**src/design/uart_pkg.sv**
```systemverilog
// constants, frame carrier and state codes of the serial port
// assumes one 10 MHz system clock and a byte-wide processor port
package uart_pkg;
  // register addresses
  localparam logic [15:0] ADDR_MODE = 16'hFF50;
  localparam logic [15:0] ADDR_ERR = 16'hFF53;
  localparam logic [15:0] ADDR_TXSTAT = 16'hFF54;
  localparam logic [15:0] ADDR_TXBUF = 16'hFF55;
  localparam logic [15:0] ADDR_CKS = 16'hFF56;
  localparam logic [15:0] ADDR_BAUD = 16'hFF57;
  localparam logic [15:0] ADDR_CTRL = 16'hFF58;
  localparam logic [15:0] ADDR_RXBUF = 16'hFF59;
  // reset values
  localparam logic [7:0] MODE_RST = 8'h01;
  localparam logic [7:0] CTRL_RST = 8'h16;
  localparam logic [7:0] BAUD_RST = 8'hFF;
  localparam logic [3:0] CKS_RST = 4'h0;
  localparam logic [3:0] CKS_MAX = 4'hA;
  // mode register fields
  localparam int MODE_PWR = 7;
  localparam int MODE_TXE = 6;
  localparam int MODE_RXE = 5;
  localparam int MODE_PS_HI = 4;
  localparam int MODE_PS_LO = 3;
  localparam int MODE_CL = 2;
  localparam int MODE_SL = 1;
  localparam int MODE_ROUTE = 0;
  // control register fields, upper three read as zero
  localparam int CTRL_DIR = 1;
  localparam int CTRL_INV = 0;
  localparam logic [7:0] CTRL_WMASK = 8'h1F;
  // status fields
  localparam int TXST_BUF_FULL = 1;
  localparam int TXST_SHIFT = 0;
  localparam int ERR_PARITY = 2;
  localparam int ERR_FRAME = 1;
  localparam int ERR_OVERRUN = 0;
  // parity select codes
  localparam logic [1:0] PAR_NONE = 2'h0;
  localparam logic [1:0] PAR_ZERO = 2'h1;
  localparam logic [1:0] PAR_ODD = 2'h2;
  localparam logic [1:0] PAR_EVEN = 2'h3;
  localparam int TX_FIFO_DEPTH = 16;

  typedef struct packed {
    logic char8;
    logic [1:0] parity;
    logic stop2;
    logic lsb_first;
    logic invert;
  } frame_cfg_t;

  typedef enum logic [4:0] {
    TX_IDLE = 5'h01, TX_START = 5'h02, TX_DATA = 5'h04, TX_PAR = 5'h08, TX_STOP = 5'h10
  } tx_state_t;

  typedef enum logic [4:0] {
    RX_IDLE = 5'h01, RX_START = 5'h02, RX_DATA = 5'h04, RX_PAR = 5'h08, RX_STOP = 5'h10
  } rx_state_t;
endpackage

```
**src/design/byte_fifo.sv**
```systemverilog
// synchronous fifo with valid/ready on both sides
// assumes one clock; clr empties it in one cycle
`timescale 1ns/10ps
`default_nettype none
module byte_fifo #(
  parameter int WIDTH = 8,
  parameter int DEPTH = 16
) (
  // clock and reset
  input wire logic clk,
  input wire logic rstn,
  input wire logic clr,
  // filling side
  input wire logic in_valid,
  output logic in_ready,
  input wire logic [WIDTH-1:0] in_data,
  // draining side
  output logic out_valid,
  input wire logic out_ready,
  output logic [WIDTH-1:0] out_data
);
  localparam int AW = $clog2(DEPTH);
  logic [WIDTH-1:0] mem [DEPTH];
  logic [AW:0] wp_r;
  logic [AW:0] rp_r;
  logic push;
  logic pop;

  // extra pointer bit tells full from empty
  assign in_ready = (wp_r - rp_r) != (AW+1)'(DEPTH);
  assign out_valid = wp_r != rp_r;
  assign out_data = mem[rp_r[AW-1:0]];
  assign push = in_valid && in_ready;
  assign pop = out_valid && out_ready;

  // pointers
  always_ff @(posedge clk) begin
    if (!rstn || clr) begin
      wp_r <= '0;
      rp_r <= '0;
    end else begin
      if (push) wp_r <= wp_r + 1'b1;
      if (pop) rp_r <= rp_r + 1'b1;
    end
  end

  // storage has no reset, only written words are ever read
  always_ff @(posedge clk) begin
    if (push) mem[wp_r[AW-1:0]] <= in_data;
  end
endmodule
`default_nettype wire

```
**src/design/uart_ctrl.sv**
```systemverilog
// serial port: mode/control registers, framing transmitter and receiver
// assumes a byte-wide processor port with byte and single-bit writes
//
// Functional notes
// - all three enables clear means stopped, no serial traffic.
// - stopped port leaves both pins to the general port.
// - reset loads mode register with 01H.
// - power off stops the internal clock and clears the core.
// - transmit enable off holds transmitter in reset.
// - receive enable off holds receiver in reset.
// - power off drives output high, input seen as high.
// - power off clears error, transmit status, control bits 7:6, receive buffer.
// - one byte per frame after a start bit, full duplex.
// - transmit buffer write with power and transmit enabled starts a frame.
// - start, 7 or 8 data, optional parity, 1 or 2 stops.
// - mode fields set length and parity for both directions, stop count for transmit only.
// - control bit 1 picks LSB or MSB first, both directions.
// - control bit 0 inverts the serial output.
// - mode register takes bit writes and byte writes.
// - even parity: transmit makes ones even, receive flags odd.
// - odd parity: transmit makes ones odd, receive flags even.
// - transmit done pulse as soon as the last stop bit ends.
// - output idles high after power on (low when control bit 0 inverts it), framing bits added by hardware.
`timescale 1ns/10ps
`default_nettype none
module uart_ctrl
  import uart_pkg::*;
#(
  parameter int FIFO_DEPTH = TX_FIFO_DEPTH
) (
  // clock and reset
  input wire logic sys_clk,
  input wire logic rstn,
  // processor port
  input wire logic [15:0] cpu_addr,
  input wire logic cpu_wr,
  input wire logic [7:0] cpu_wdata,
  input wire logic cpu_bit_wr,
  input wire logic [2:0] cpu_bit_sel,
  input wire logic cpu_bit_val,
  input wire logic cpu_rd,
  output logic [7:0] cpu_rdata_r,
  // serial pins and pin ownership
  input wire logic serial_in_pin,
  output logic serial_out_pin_r,
  output logic out_pin_own_r,
  output logic in_pin_own_r,
  // event pulses
  output logic transmit_done_irq_r,
  output logic receive_done_irq_r,
  output logic receive_error_irq_r
);
  logic [7:0] mode_r, ctrl_r, baud_r, err_r, rxbuf_r;
  logic [3:0] cks_r;
  logic pwr, txe_on, rxe_on, wr_any;
  frame_cfg_t cfg;
  logic [10:0] pre_r, pre_lim;
  logic tick_r;
  logic [8:0] bit_lim, half_lim;
  tx_state_t tx_state_r;
  rx_state_t rx_state_r;
  logic [8:0] tx_cnt_r, rx_cnt_r;
  logic [2:0] tx_bit_r, rx_bit_r;
  logic [7:0] tx_sh_r, rx_sh_r, data_mask, fifo_data;
  logic tx_lvl, tx_par, fifo_valid, fifo_ready, fifo_push, tx_end, rx_end;
  logic rx_s1_r, rx_s2_r, rx_prev_r, rx_in, rx_par_r, rx_full_r;
  logic rd_rx, rd_err, pe, fe, ov;

  // single decode of the write address, used for every register
  function automatic logic hit(input logic [15:0] a, input logic [15:0] r);
    return a == r;
  endfunction

  // byte write replaces, bit write touches one bit only
  function automatic logic [7:0] merge(input logic [7:0] old, input logic bw,
                                       input logic [2:0] sel, input logic v,
                                       input logic [7:0] d);
    logic [7:0] r;
    r = old;
    if (bw) r[sel] = v;
    else r = d;
    return r;
  endfunction

  // position of character bit n on the wire
  function automatic logic [2:0] bit_index(input frame_cfg_t c, input logic [2:0] n);
    logic [2:0] top;
    top = c.char8 ? 3'h7 : 3'h6;
    return c.lsb_first ? n : 3'(top - n);
  endfunction

  assign pwr = mode_r[MODE_PWR];
  assign txe_on = pwr && mode_r[MODE_TXE];
  assign rxe_on = pwr && mode_r[MODE_RXE];
  assign wr_any = cpu_wr || cpu_bit_wr;
  assign cfg = '{mode_r[MODE_CL], mode_r[MODE_PS_HI:MODE_PS_LO], mode_r[MODE_SL],
                 ctrl_r[CTRL_DIR], ctrl_r[CTRL_INV]};
  assign data_mask = cfg.char8 ? 8'hFF : 8'h7F;
  assign rd_rx = cpu_rd && hit(cpu_addr, ADDR_RXBUF);
  assign rd_err = cpu_rd && hit(cpu_addr, ADDR_ERR);

  // mode register, the enables are cleared only by reset or software
  always_ff @(posedge sys_clk) begin
    if (!rstn) mode_r <= MODE_RST;
    else if (wr_any && hit(cpu_addr, ADDR_MODE))
      mode_r <= merge(mode_r, cpu_bit_wr, cpu_bit_sel, cpu_bit_val, cpu_wdata);
  end

  // control, divider and clock select; break-field bits read as zero
  always_ff @(posedge sys_clk) begin
    if (!rstn) begin
      ctrl_r <= CTRL_RST & CTRL_WMASK;
      baud_r <= BAUD_RST;
      cks_r <= CKS_RST;
    end else begin
      if (wr_any && hit(cpu_addr, ADDR_CTRL))
        ctrl_r <= merge(ctrl_r, cpu_bit_wr, cpu_bit_sel, cpu_bit_val, cpu_wdata) & CTRL_WMASK;
      else if (!pwr) ctrl_r[7:6] <= 2'h0;
      if (cpu_wr && hit(cpu_addr, ADDR_BAUD)) baud_r <= cpu_wdata;
      if (cpu_wr && hit(cpu_addr, ADDR_CKS))
        cks_r <= (cpu_wdata[3:0] > CKS_MAX) ? CKS_MAX : cpu_wdata[3:0];
    end
  end

  // prescaler stands still with power off, so no tick reaches the core
  assign pre_lim = (11'h001 << cks_r) - 11'h001;
  always_ff @(posedge sys_clk) begin
    if (!rstn || !pwr) begin
      pre_r <= 11'h000;
      tick_r <= 1'b0;
    end else begin
      tick_r <= pre_r == pre_lim;
      pre_r <= (pre_r == pre_lim) ? 11'h000 : pre_r + 11'h001;
    end
  end

  // one bit lasts twice the divider count in ticks
  assign bit_lim = {baud_r, 1'b0} - 9'h001;
  assign half_lim = {1'b0, baud_r} - 9'h001;

  // transmit queue, dropped writes when full show in the status bit
  assign fifo_push = cpu_wr && hit(cpu_addr, ADDR_TXBUF) && txe_on;
  byte_fifo #(.WIDTH(8), .DEPTH(FIFO_DEPTH)) tx_fifo (
    .clk(sys_clk),
    .rstn(rstn),
    .clr(!txe_on),
    .in_valid(fifo_push),
    .in_ready(fifo_ready),
    .in_data(cpu_wdata),
    .out_valid(fifo_valid),
    .out_ready(tx_state_r == TX_IDLE),
    .out_data(fifo_data)
  );

  // transmit level: start low, data, parity, stops and idle high
  always_comb begin
    tx_par = 1'b0;
    unique case (cfg.parity)
      PAR_EVEN: tx_par = ^(tx_sh_r & data_mask);
      PAR_ODD: tx_par = ~^(tx_sh_r & data_mask);
      PAR_ZERO: tx_par = 1'b0;
      PAR_NONE: tx_par = 1'b0;
    endcase
    unique case (tx_state_r)
      TX_START: tx_lvl = 1'b0;
      TX_DATA: tx_lvl = tx_sh_r[bit_index(cfg, tx_bit_r)];
      TX_PAR: tx_lvl = tx_par;
      default: tx_lvl = 1'b1;
    endcase
  end

  assign tx_end = tick_r && tx_cnt_r == bit_lim;

  // transmitter, one frame at a time from the queue
  always_ff @(posedge sys_clk) begin
    if (!rstn || !txe_on) begin
      tx_state_r <= TX_IDLE;
      tx_cnt_r <= 9'h000;
      tx_bit_r <= 3'h0;
      tx_sh_r <= 8'h00;
    end else if (tx_state_r == TX_IDLE) begin
      if (fifo_valid) begin
        tx_sh_r <= fifo_data;
        tx_state_r <= TX_START;
      end
    end else if (tick_r) begin
      tx_cnt_r <= tx_end ? 9'h000 : tx_cnt_r + 9'h001;
      if (tx_end) begin
        unique case (tx_state_r)
          TX_START: tx_state_r <= TX_DATA;
          TX_DATA: begin
            tx_bit_r <= 3'(tx_bit_r + 3'h1);
            if (tx_bit_r == (cfg.char8 ? 3'h7 : 3'h6)) begin
              tx_bit_r <= 3'h0;
              tx_state_r <= (cfg.parity == PAR_NONE) ? TX_STOP : TX_PAR;
            end
          end
          TX_PAR: tx_state_r <= TX_STOP;
          default: begin
            tx_bit_r <= 3'h1;
            if (!(cfg.stop2 && tx_bit_r == 3'h0)) begin
              tx_bit_r <= 3'h0;
              tx_state_r <= TX_IDLE;
            end
          end
        endcase
      end
    end
  end

  // transmit done pulse when the final stop bit has run its time
  always_ff @(posedge sys_clk) begin
    if (!rstn) transmit_done_irq_r <= 1'b0;
    else transmit_done_irq_r <= tx_end && tx_state_r == TX_STOP && txe_on &&
                                !(cfg.stop2 && tx_bit_r == 3'h0);
  end

  // output pin level and pin ownership
  always_ff @(posedge sys_clk) begin
    if (!rstn) begin
      serial_out_pin_r <= 1'b1;
      out_pin_own_r <= 1'b0;
      in_pin_own_r <= 1'b0;
    end else begin
      serial_out_pin_r <= pwr ? (tx_lvl ^ cfg.invert) : 1'b1;
      out_pin_own_r <= txe_on;
      in_pin_own_r <= rxe_on;
    end
  end

  // input synchroniser; third flop only feeds the start edge detect
  always_ff @(posedge sys_clk) begin
    if (!rstn) begin
      rx_s1_r <= 1'b1;
      rx_s2_r <= 1'b1;
      rx_prev_r <= 1'b1;
    end else begin
      rx_s1_r <= serial_in_pin;
      rx_s2_r <= rx_s1_r;
      rx_prev_r <= rx_in;
    end
  end
  assign rx_in = pwr ? rx_s2_r : 1'b1;

  assign rx_end = tick_r && rx_cnt_r == bit_lim;

  // receiver runs beside the transmitter, sampling mid-bit
  always_ff @(posedge sys_clk) begin
    if (!rstn || !rxe_on) begin
      rx_state_r <= RX_IDLE;
      rx_cnt_r <= 9'h000;
      rx_bit_r <= 3'h0;
      rx_sh_r <= 8'h00;
      rx_par_r <= 1'b0;
    end else if (rx_state_r == RX_IDLE) begin
      rx_cnt_r <= 9'h000;
      if (rx_prev_r && !rx_in) rx_state_r <= RX_START;
    end else if (rx_state_r == RX_START) begin
      if (tick_r) rx_cnt_r <= rx_cnt_r + 9'h001;
      if (tick_r && rx_cnt_r == half_lim) begin
        rx_cnt_r <= 9'h000;
        rx_sh_r <= 8'h00;
        rx_state_r <= rx_in ? RX_IDLE : RX_DATA; // glitch rejected
      end
    end else if (tick_r) begin
      rx_cnt_r <= rx_end ? 9'h000 : rx_cnt_r + 9'h001;
      if (rx_end) begin
        unique case (rx_state_r)
          RX_DATA: begin
            rx_sh_r[bit_index(cfg, rx_bit_r)] <= rx_in;
            rx_bit_r <= 3'(rx_bit_r + 3'h1);
            if (rx_bit_r == (cfg.char8 ? 3'h7 : 3'h6)) begin
              rx_bit_r <= 3'h0;
              rx_state_r <= (cfg.parity == PAR_NONE) ? RX_STOP : RX_PAR;
            end
          end
          RX_PAR: begin
            rx_par_r <= rx_in;
            rx_state_r <= RX_STOP;
          end
          default: rx_state_r <= RX_IDLE;
        endcase
      end
    end
  end

  // frame checks at the first stop bit
  assign fe = !rx_in;
  assign pe = (cfg.parity == PAR_EVEN && (^(rx_sh_r & data_mask) ^ rx_par_r)) ||
              (cfg.parity == PAR_ODD && !(^(rx_sh_r & data_mask) ^ rx_par_r));
  assign ov = rx_full_r && !rd_rx;

  // receive buffer and its unread flag; a new frame wins over a read
  always_ff @(posedge sys_clk) begin
    if (!rstn || !pwr) begin
      rxbuf_r <= 8'h00;
      rx_full_r <= 1'b0;
    end else if (rx_end && rx_state_r == RX_STOP) begin
      rxbuf_r <= rx_sh_r & data_mask;
      rx_full_r <= 1'b1;
    end else if (rd_rx) begin
      rx_full_r <= 1'b0;
    end
  end

  // sticky error flags, cleared by reading them, set wins
  always_ff @(posedge sys_clk) begin
    if (!rstn || !pwr) err_r <= 8'h00;
    else if (rx_end && rx_state_r == RX_STOP)
      err_r <= (rd_err ? 8'h00 : err_r) | {5'h00, pe, fe, ov};
    else if (rd_err) err_r <= 8'h00;
  end

  // receive events; route bit sends errors to the done pulse as well
  always_ff @(posedge sys_clk) begin
    if (!rstn) begin
      receive_done_irq_r <= 1'b0;
      receive_error_irq_r <= 1'b0;
    end else begin
      receive_done_irq_r <= rx_end && rx_state_r == RX_STOP &&
                            (!(pe || fe || ov) || mode_r[MODE_ROUTE]);
      receive_error_irq_r <= rx_end && rx_state_r == RX_STOP && (pe || fe || ov);
    end
  end

  // read data; transmit status is live so it follows the core
  always_ff @(posedge sys_clk) begin
    if (!rstn) cpu_rdata_r <= 8'h00;
    else if (cpu_rd) begin
      unique case (cpu_addr)
        ADDR_MODE: cpu_rdata_r <= mode_r;
        ADDR_CTRL: cpu_rdata_r <= ctrl_r;
        ADDR_BAUD: cpu_rdata_r <= baud_r;
        ADDR_CKS: cpu_rdata_r <= {4'h0, cks_r};
        ADDR_ERR: cpu_rdata_r <= err_r;
        ADDR_RXBUF: cpu_rdata_r <= rxbuf_r;
        ADDR_TXSTAT: cpu_rdata_r <= {6'h00, !fifo_ready, tx_state_r != TX_IDLE};
        default: cpu_rdata_r <= 8'h00;
      endcase
    end
  end
endmodule
`default_nettype wire

```
**config.mk**
```make
export PLATFORM = sky130hd
export DESIGN_NAME = uart_ctrl
export DESIGN_NICKNAME = d
export VERILOG_FILES = /design/src/design/uart_pkg.sv /design/src/design/byte_fifo.sv /design/src/design/uart_ctrl.sv
export SDC_FILE = /design/constraint.sdc
export NUM_CORES = 1
export LEC_CHECK = 0
export BUFFER_PORTS_ARGS = -buffer_cell sky130_fd_sc_hd__buf_2
export CAP_MARGIN = 25
export CORE_MARGIN = 10
export CORE_UTILIZATION = 50
export DETAILED_ROUTE_END_ITERATION = 16
export PLACE_DENSITY = 0.67
export SYNTH_ARGS = -nofsm -noshare
export SYNTH_HDL_FRONTEND = slang
export SYNTH_SLANG_ARGS = --single-unit
```
**constraint.sdc**
```tcl
create_clock -name sys_clk -period 6.1 [get_ports sys_clk]
set_clock_uncertainty 0.15 [all_clocks]
set_input_delay 0.61 -clock sys_clk [delete_from_list [all_inputs] [get_ports sys_clk]]
set_output_delay 0.61 -clock sys_clk [all_outputs]
set_load 0.01 [all_outputs]
```
==> flow_metrics.env <==
export IMPL_status="complete, no violations"
export IMPL_rsz0062_at_grt="no"
export IMPL_crit_arrival_ns=3.66
export IMPL_period_minus_slack_ns=3.60
export IMPL_drc=0
export IMPL_ys_ff_latch=255
export IMPL_synth_area_leader_cell="edfxtp_1"
export IMPL_cts_setup_buffers=0
export IMPL_post_drt_wl_per_cell_um=20.4
export IMPL_yosys_top_cells_area="edfxtp_1, dfxtp_1, mux4_2"
export IMPL_rows=57
export IMPL_numCtsBuffers=26
export IMPL_cts_hold_buf=0
export IMPL_root_buffer="clkbuf_16"
export IMPL_syn_nets=1164
export IMPL_insertion_delay_ns=0.56
export IMPL_ios=48
export IMPL_async_flop_share_pct=0
export IMPL_worstPathCellList="buf_4 > inv_1 > ha_1 > nor2b_1 > o21a_1 > o21a_1 > nor3_1 > nor3_1 > nor3_2 > buf_4 > and3_1"
export IMPL_drtPass1Iterations=5
export IMPL_ys_seq_area_share_pct=51.4
export IMPL_start_util_pct=51.0
export IMPL_cts_tree="built"
export IMPL_startpoint="tx_fifo.rp_r[1]"
export IMPL_htreeDepth=1
export IMPL_p_leak_nw=4.85
export IMPL_grt_pass1_vias=8120
export IMPL_drive_above_1_share_pct=13.6
export IMPL_area_growth_pct=10.5
export IMPL_clockBufferDepth=3
export IMPL_finalWirelength_mm=30.0
export IMPL_worstSetupPathType="reg -> reg"
export IMPL_post_dp_cell_area_mm2=0.0129
export IMPL_cts_sinks=255
export IMPL_slowest_delay_ns=0.41
export IMPL_design_area_mm2=0.0137
export IMPL_cp_slowest_cell="and3_1"
export IMPL_tns_ns=0
export IMPL_path_max_fanout=36
export IMPL_synth_top_area_share_pct=30.9
export IMPL_finalMaxSlewViolations=0
export IMPL_hold_viol=0
export IMPL_ant_nets=0
export IMPL_synth_edff_count=128
export IMPL_hp_start="serial_in_pin"
export IMPL_core_area_mm2=0.0244
export IMPL_ir_drop_v=0.000242
export IMPL_maxCapViolations=0
export IMPL_syn_mean_instance_area_um2=11.2
export IMPL_crit_path_start_kind="flop"
export IMPL_synth_cell_area_mm2=0.0124
export IMPL_drtIter0Drc=938
export IMPL_via_count=8816
export IMPL_via_per_inst=5.97
export IMPL_io_buffers=47
export IMPL_reg2reg_from="tx_fifo.rp_r[1]"
export IMPL_timing_fmax_mhz=278
export IMPL_finalSetupViolCount=0
export IMPL_ys_flop_type="edfxtp_1"
export IMPL_grt_antenna_before_repair=1
export IMPL_cellPowerDensity_mw_per_mm2=250
export IMPL_die_area_mm2=0.0316
export IMPL_slew_headroom_pct=39.3
export IMPL_final_util_pct=56.3
export IMPL_die_y_um=178
export IMPL_hpwl_mm=21.0
export IMPL_hold_path_class="in -> reg"
export IMPL_finalPower_mw=3.43
export IMPL_nets=1186
export IMPL_ys_warn_count=0
export IMPL_fin_crit_sh_pct=59.0
export IMPL_grtUsageTotal_pct=18.9
export IMPL_synth_cells=1109
export IMPL_synthDistinctLibCells=84
export IMPL_gp_congestion=0.883
export IMPL_grt_max_degree=37
export IMPL_cts_resized=0
export IMPL_worst_setup_path_end_kind="flop"
export IMPL_grt_pass1_wl_mm=47.4
export IMPL_clkTransAtPathRegs_ns=0.06
export IMPL_tightest_slew_ns=0.907
export IMPL_die_w_um=178
export IMPL_overflow=0
export IMPL_cp_required_ns=6.16
worst paths after layout:
check / slack, ns / endpoint / depth (start not counted)
setup / recovery: 2.50 / tx_fifo.mem[3][0] / 11
hold / removal: 0.10 / rx_s1_r / 2
setup reg to reg: 2.50 / tx_fifo.mem[3][0] / 11
hold reg to reg: 0.26 / rx_s2_r / 1
logic make-up after synthesis:
logic type                 share of synthesized area (%)
adders and majority gates                           2.11
xor gates and xnor gates                            7.30
AOI/OAI and AO/OA                                   11.3
and+or+nand+nor                                     15.4
buffers and inverters                               3.17
muxes                                               9.33
DFF                                                 51.4
critical path, delay by kind of cell (launching register included):
family	cells	cell delay, ns
AO/OA/AOI/OAI	2	0.34
AND/OR/NAND/NOR	5	1.36
buffers and inverters	3	0.74
adder cells (fa/ha/maj)	1	0.35
flip-flops	1	0.31
cell usage after synthesis, drive strengths merged, types with 11 or more instances:
| cell type | number |
|---|---|
| xor2 | 41 |
| o21ai | 45 |
| nor2 | 89 |
| o211ai | 16 |
| ha | 21 |
| clkbuf | 48 |
| a21oi | 52 |
| mux2i | 18 |
| edfxtp | 128 |
| nor2b | 12 |
| nand4 | 25 |
| nor4 | 11 |
| dfxtp | 127 |
| nand2b | 13 |
| nand2 | 99 |
| nand3 | 37 |
| mux4 | 42 |
| nor3 | 22 |
| xnor2 | 42 |
| and3 | 32 |
| inv | 40 |
state kept, by name, summed over array words and instances, names as in the netlist, 4 cells and up:
register	flops
baud_r	8
cpu_rdata_r	8
pre_r	11
tx_fifo.wp_r	5
tx_cnt_r	9
rx_sh_r	8
tx_sh_r	8
tx_state_r	5
tx_fifo.rp_r	5
rxbuf_r	8
rx_cnt_r	9
ctrl_r	5
cks_r	4
mode_r	8
rx_state_r	5
tx_fifo.mem	128
layer usage:
layer  track usage (%)  wire (um)
met1              28.0      13800
met2              28.5      13500
met3              3.53       2250
met4              3.89        519
met5                 0          0
placed cells by master, fill, tap and decap left out, types with 5 or more instances in the layout:
master,synthesis,layout
a21o_1,10,10
and2_1,8,8
xor2_1,41,41
nand3_1,37,37
mux4_2,42,42
nor4_1,9,9
o21a_1,5,5
nand4_1,24,24
a21oi_1,52,52
and3_1,32,32
clkbuf_1,47,6
mux2i_1,18,18
a211oi_1,5,5
xnor3_1,8,8
o22ai_1,5,5
nor3_1,20,19
nor2b_1,12,12
a41o_1,6,6
xnor2_1,42,42
o31ai_1,6,6
or4_1,5,5
ha_1,21,21
dfxtp_1,127,126
buf_2,5,47
clkbuf_16,0,26
nand2_1,98,98
edfxtp_1,128,128
o21ai_0,39,39
inv_1,39,39
o41ai_1,6,6
o211ai_1,16,16
o21ai_1,5,5
buf_4,0,5
nand2b_1,13,13
nor2_1,88,88
stage by stage:
stage / instances / worst slack, ns / hold slack, ns
6_report: 1476 / 2.50 / 0.101
5_1_grt: 1475 / 2.15 / 0.0925
4_1_cts: 1475 / 2.49 / 0.0903
3_5_place_dp: 1427 / 2.50 / 0.243
3_3_place_gp: 1427 / 2.59 / 0.240
2_1_floorplan: 1109 / 2.60 / 0.236
area by class of cell:
type                    instances  area, um^2
repair buffers                 52         273
multi-input cells             755        5650
well taps                     324         405
clock buffers                  35         714
diodes                          1        2.50
fillers                      2047       10700
flip-flops and latches        255        6390
clock inverters                13         139
inverters                      41         154
power breakdown:
part	internal (mW)	leakage, nW	total, mW	switching (mW)
registers	1.80	2.17	1.80	0.000249
logic	0.0137	2.27	0.0598	0.0462
clock network	0.910	0.409	1.58	0.667
total	2.72	4.85	3.43	0.713
(Power assumes the default switching activity.)
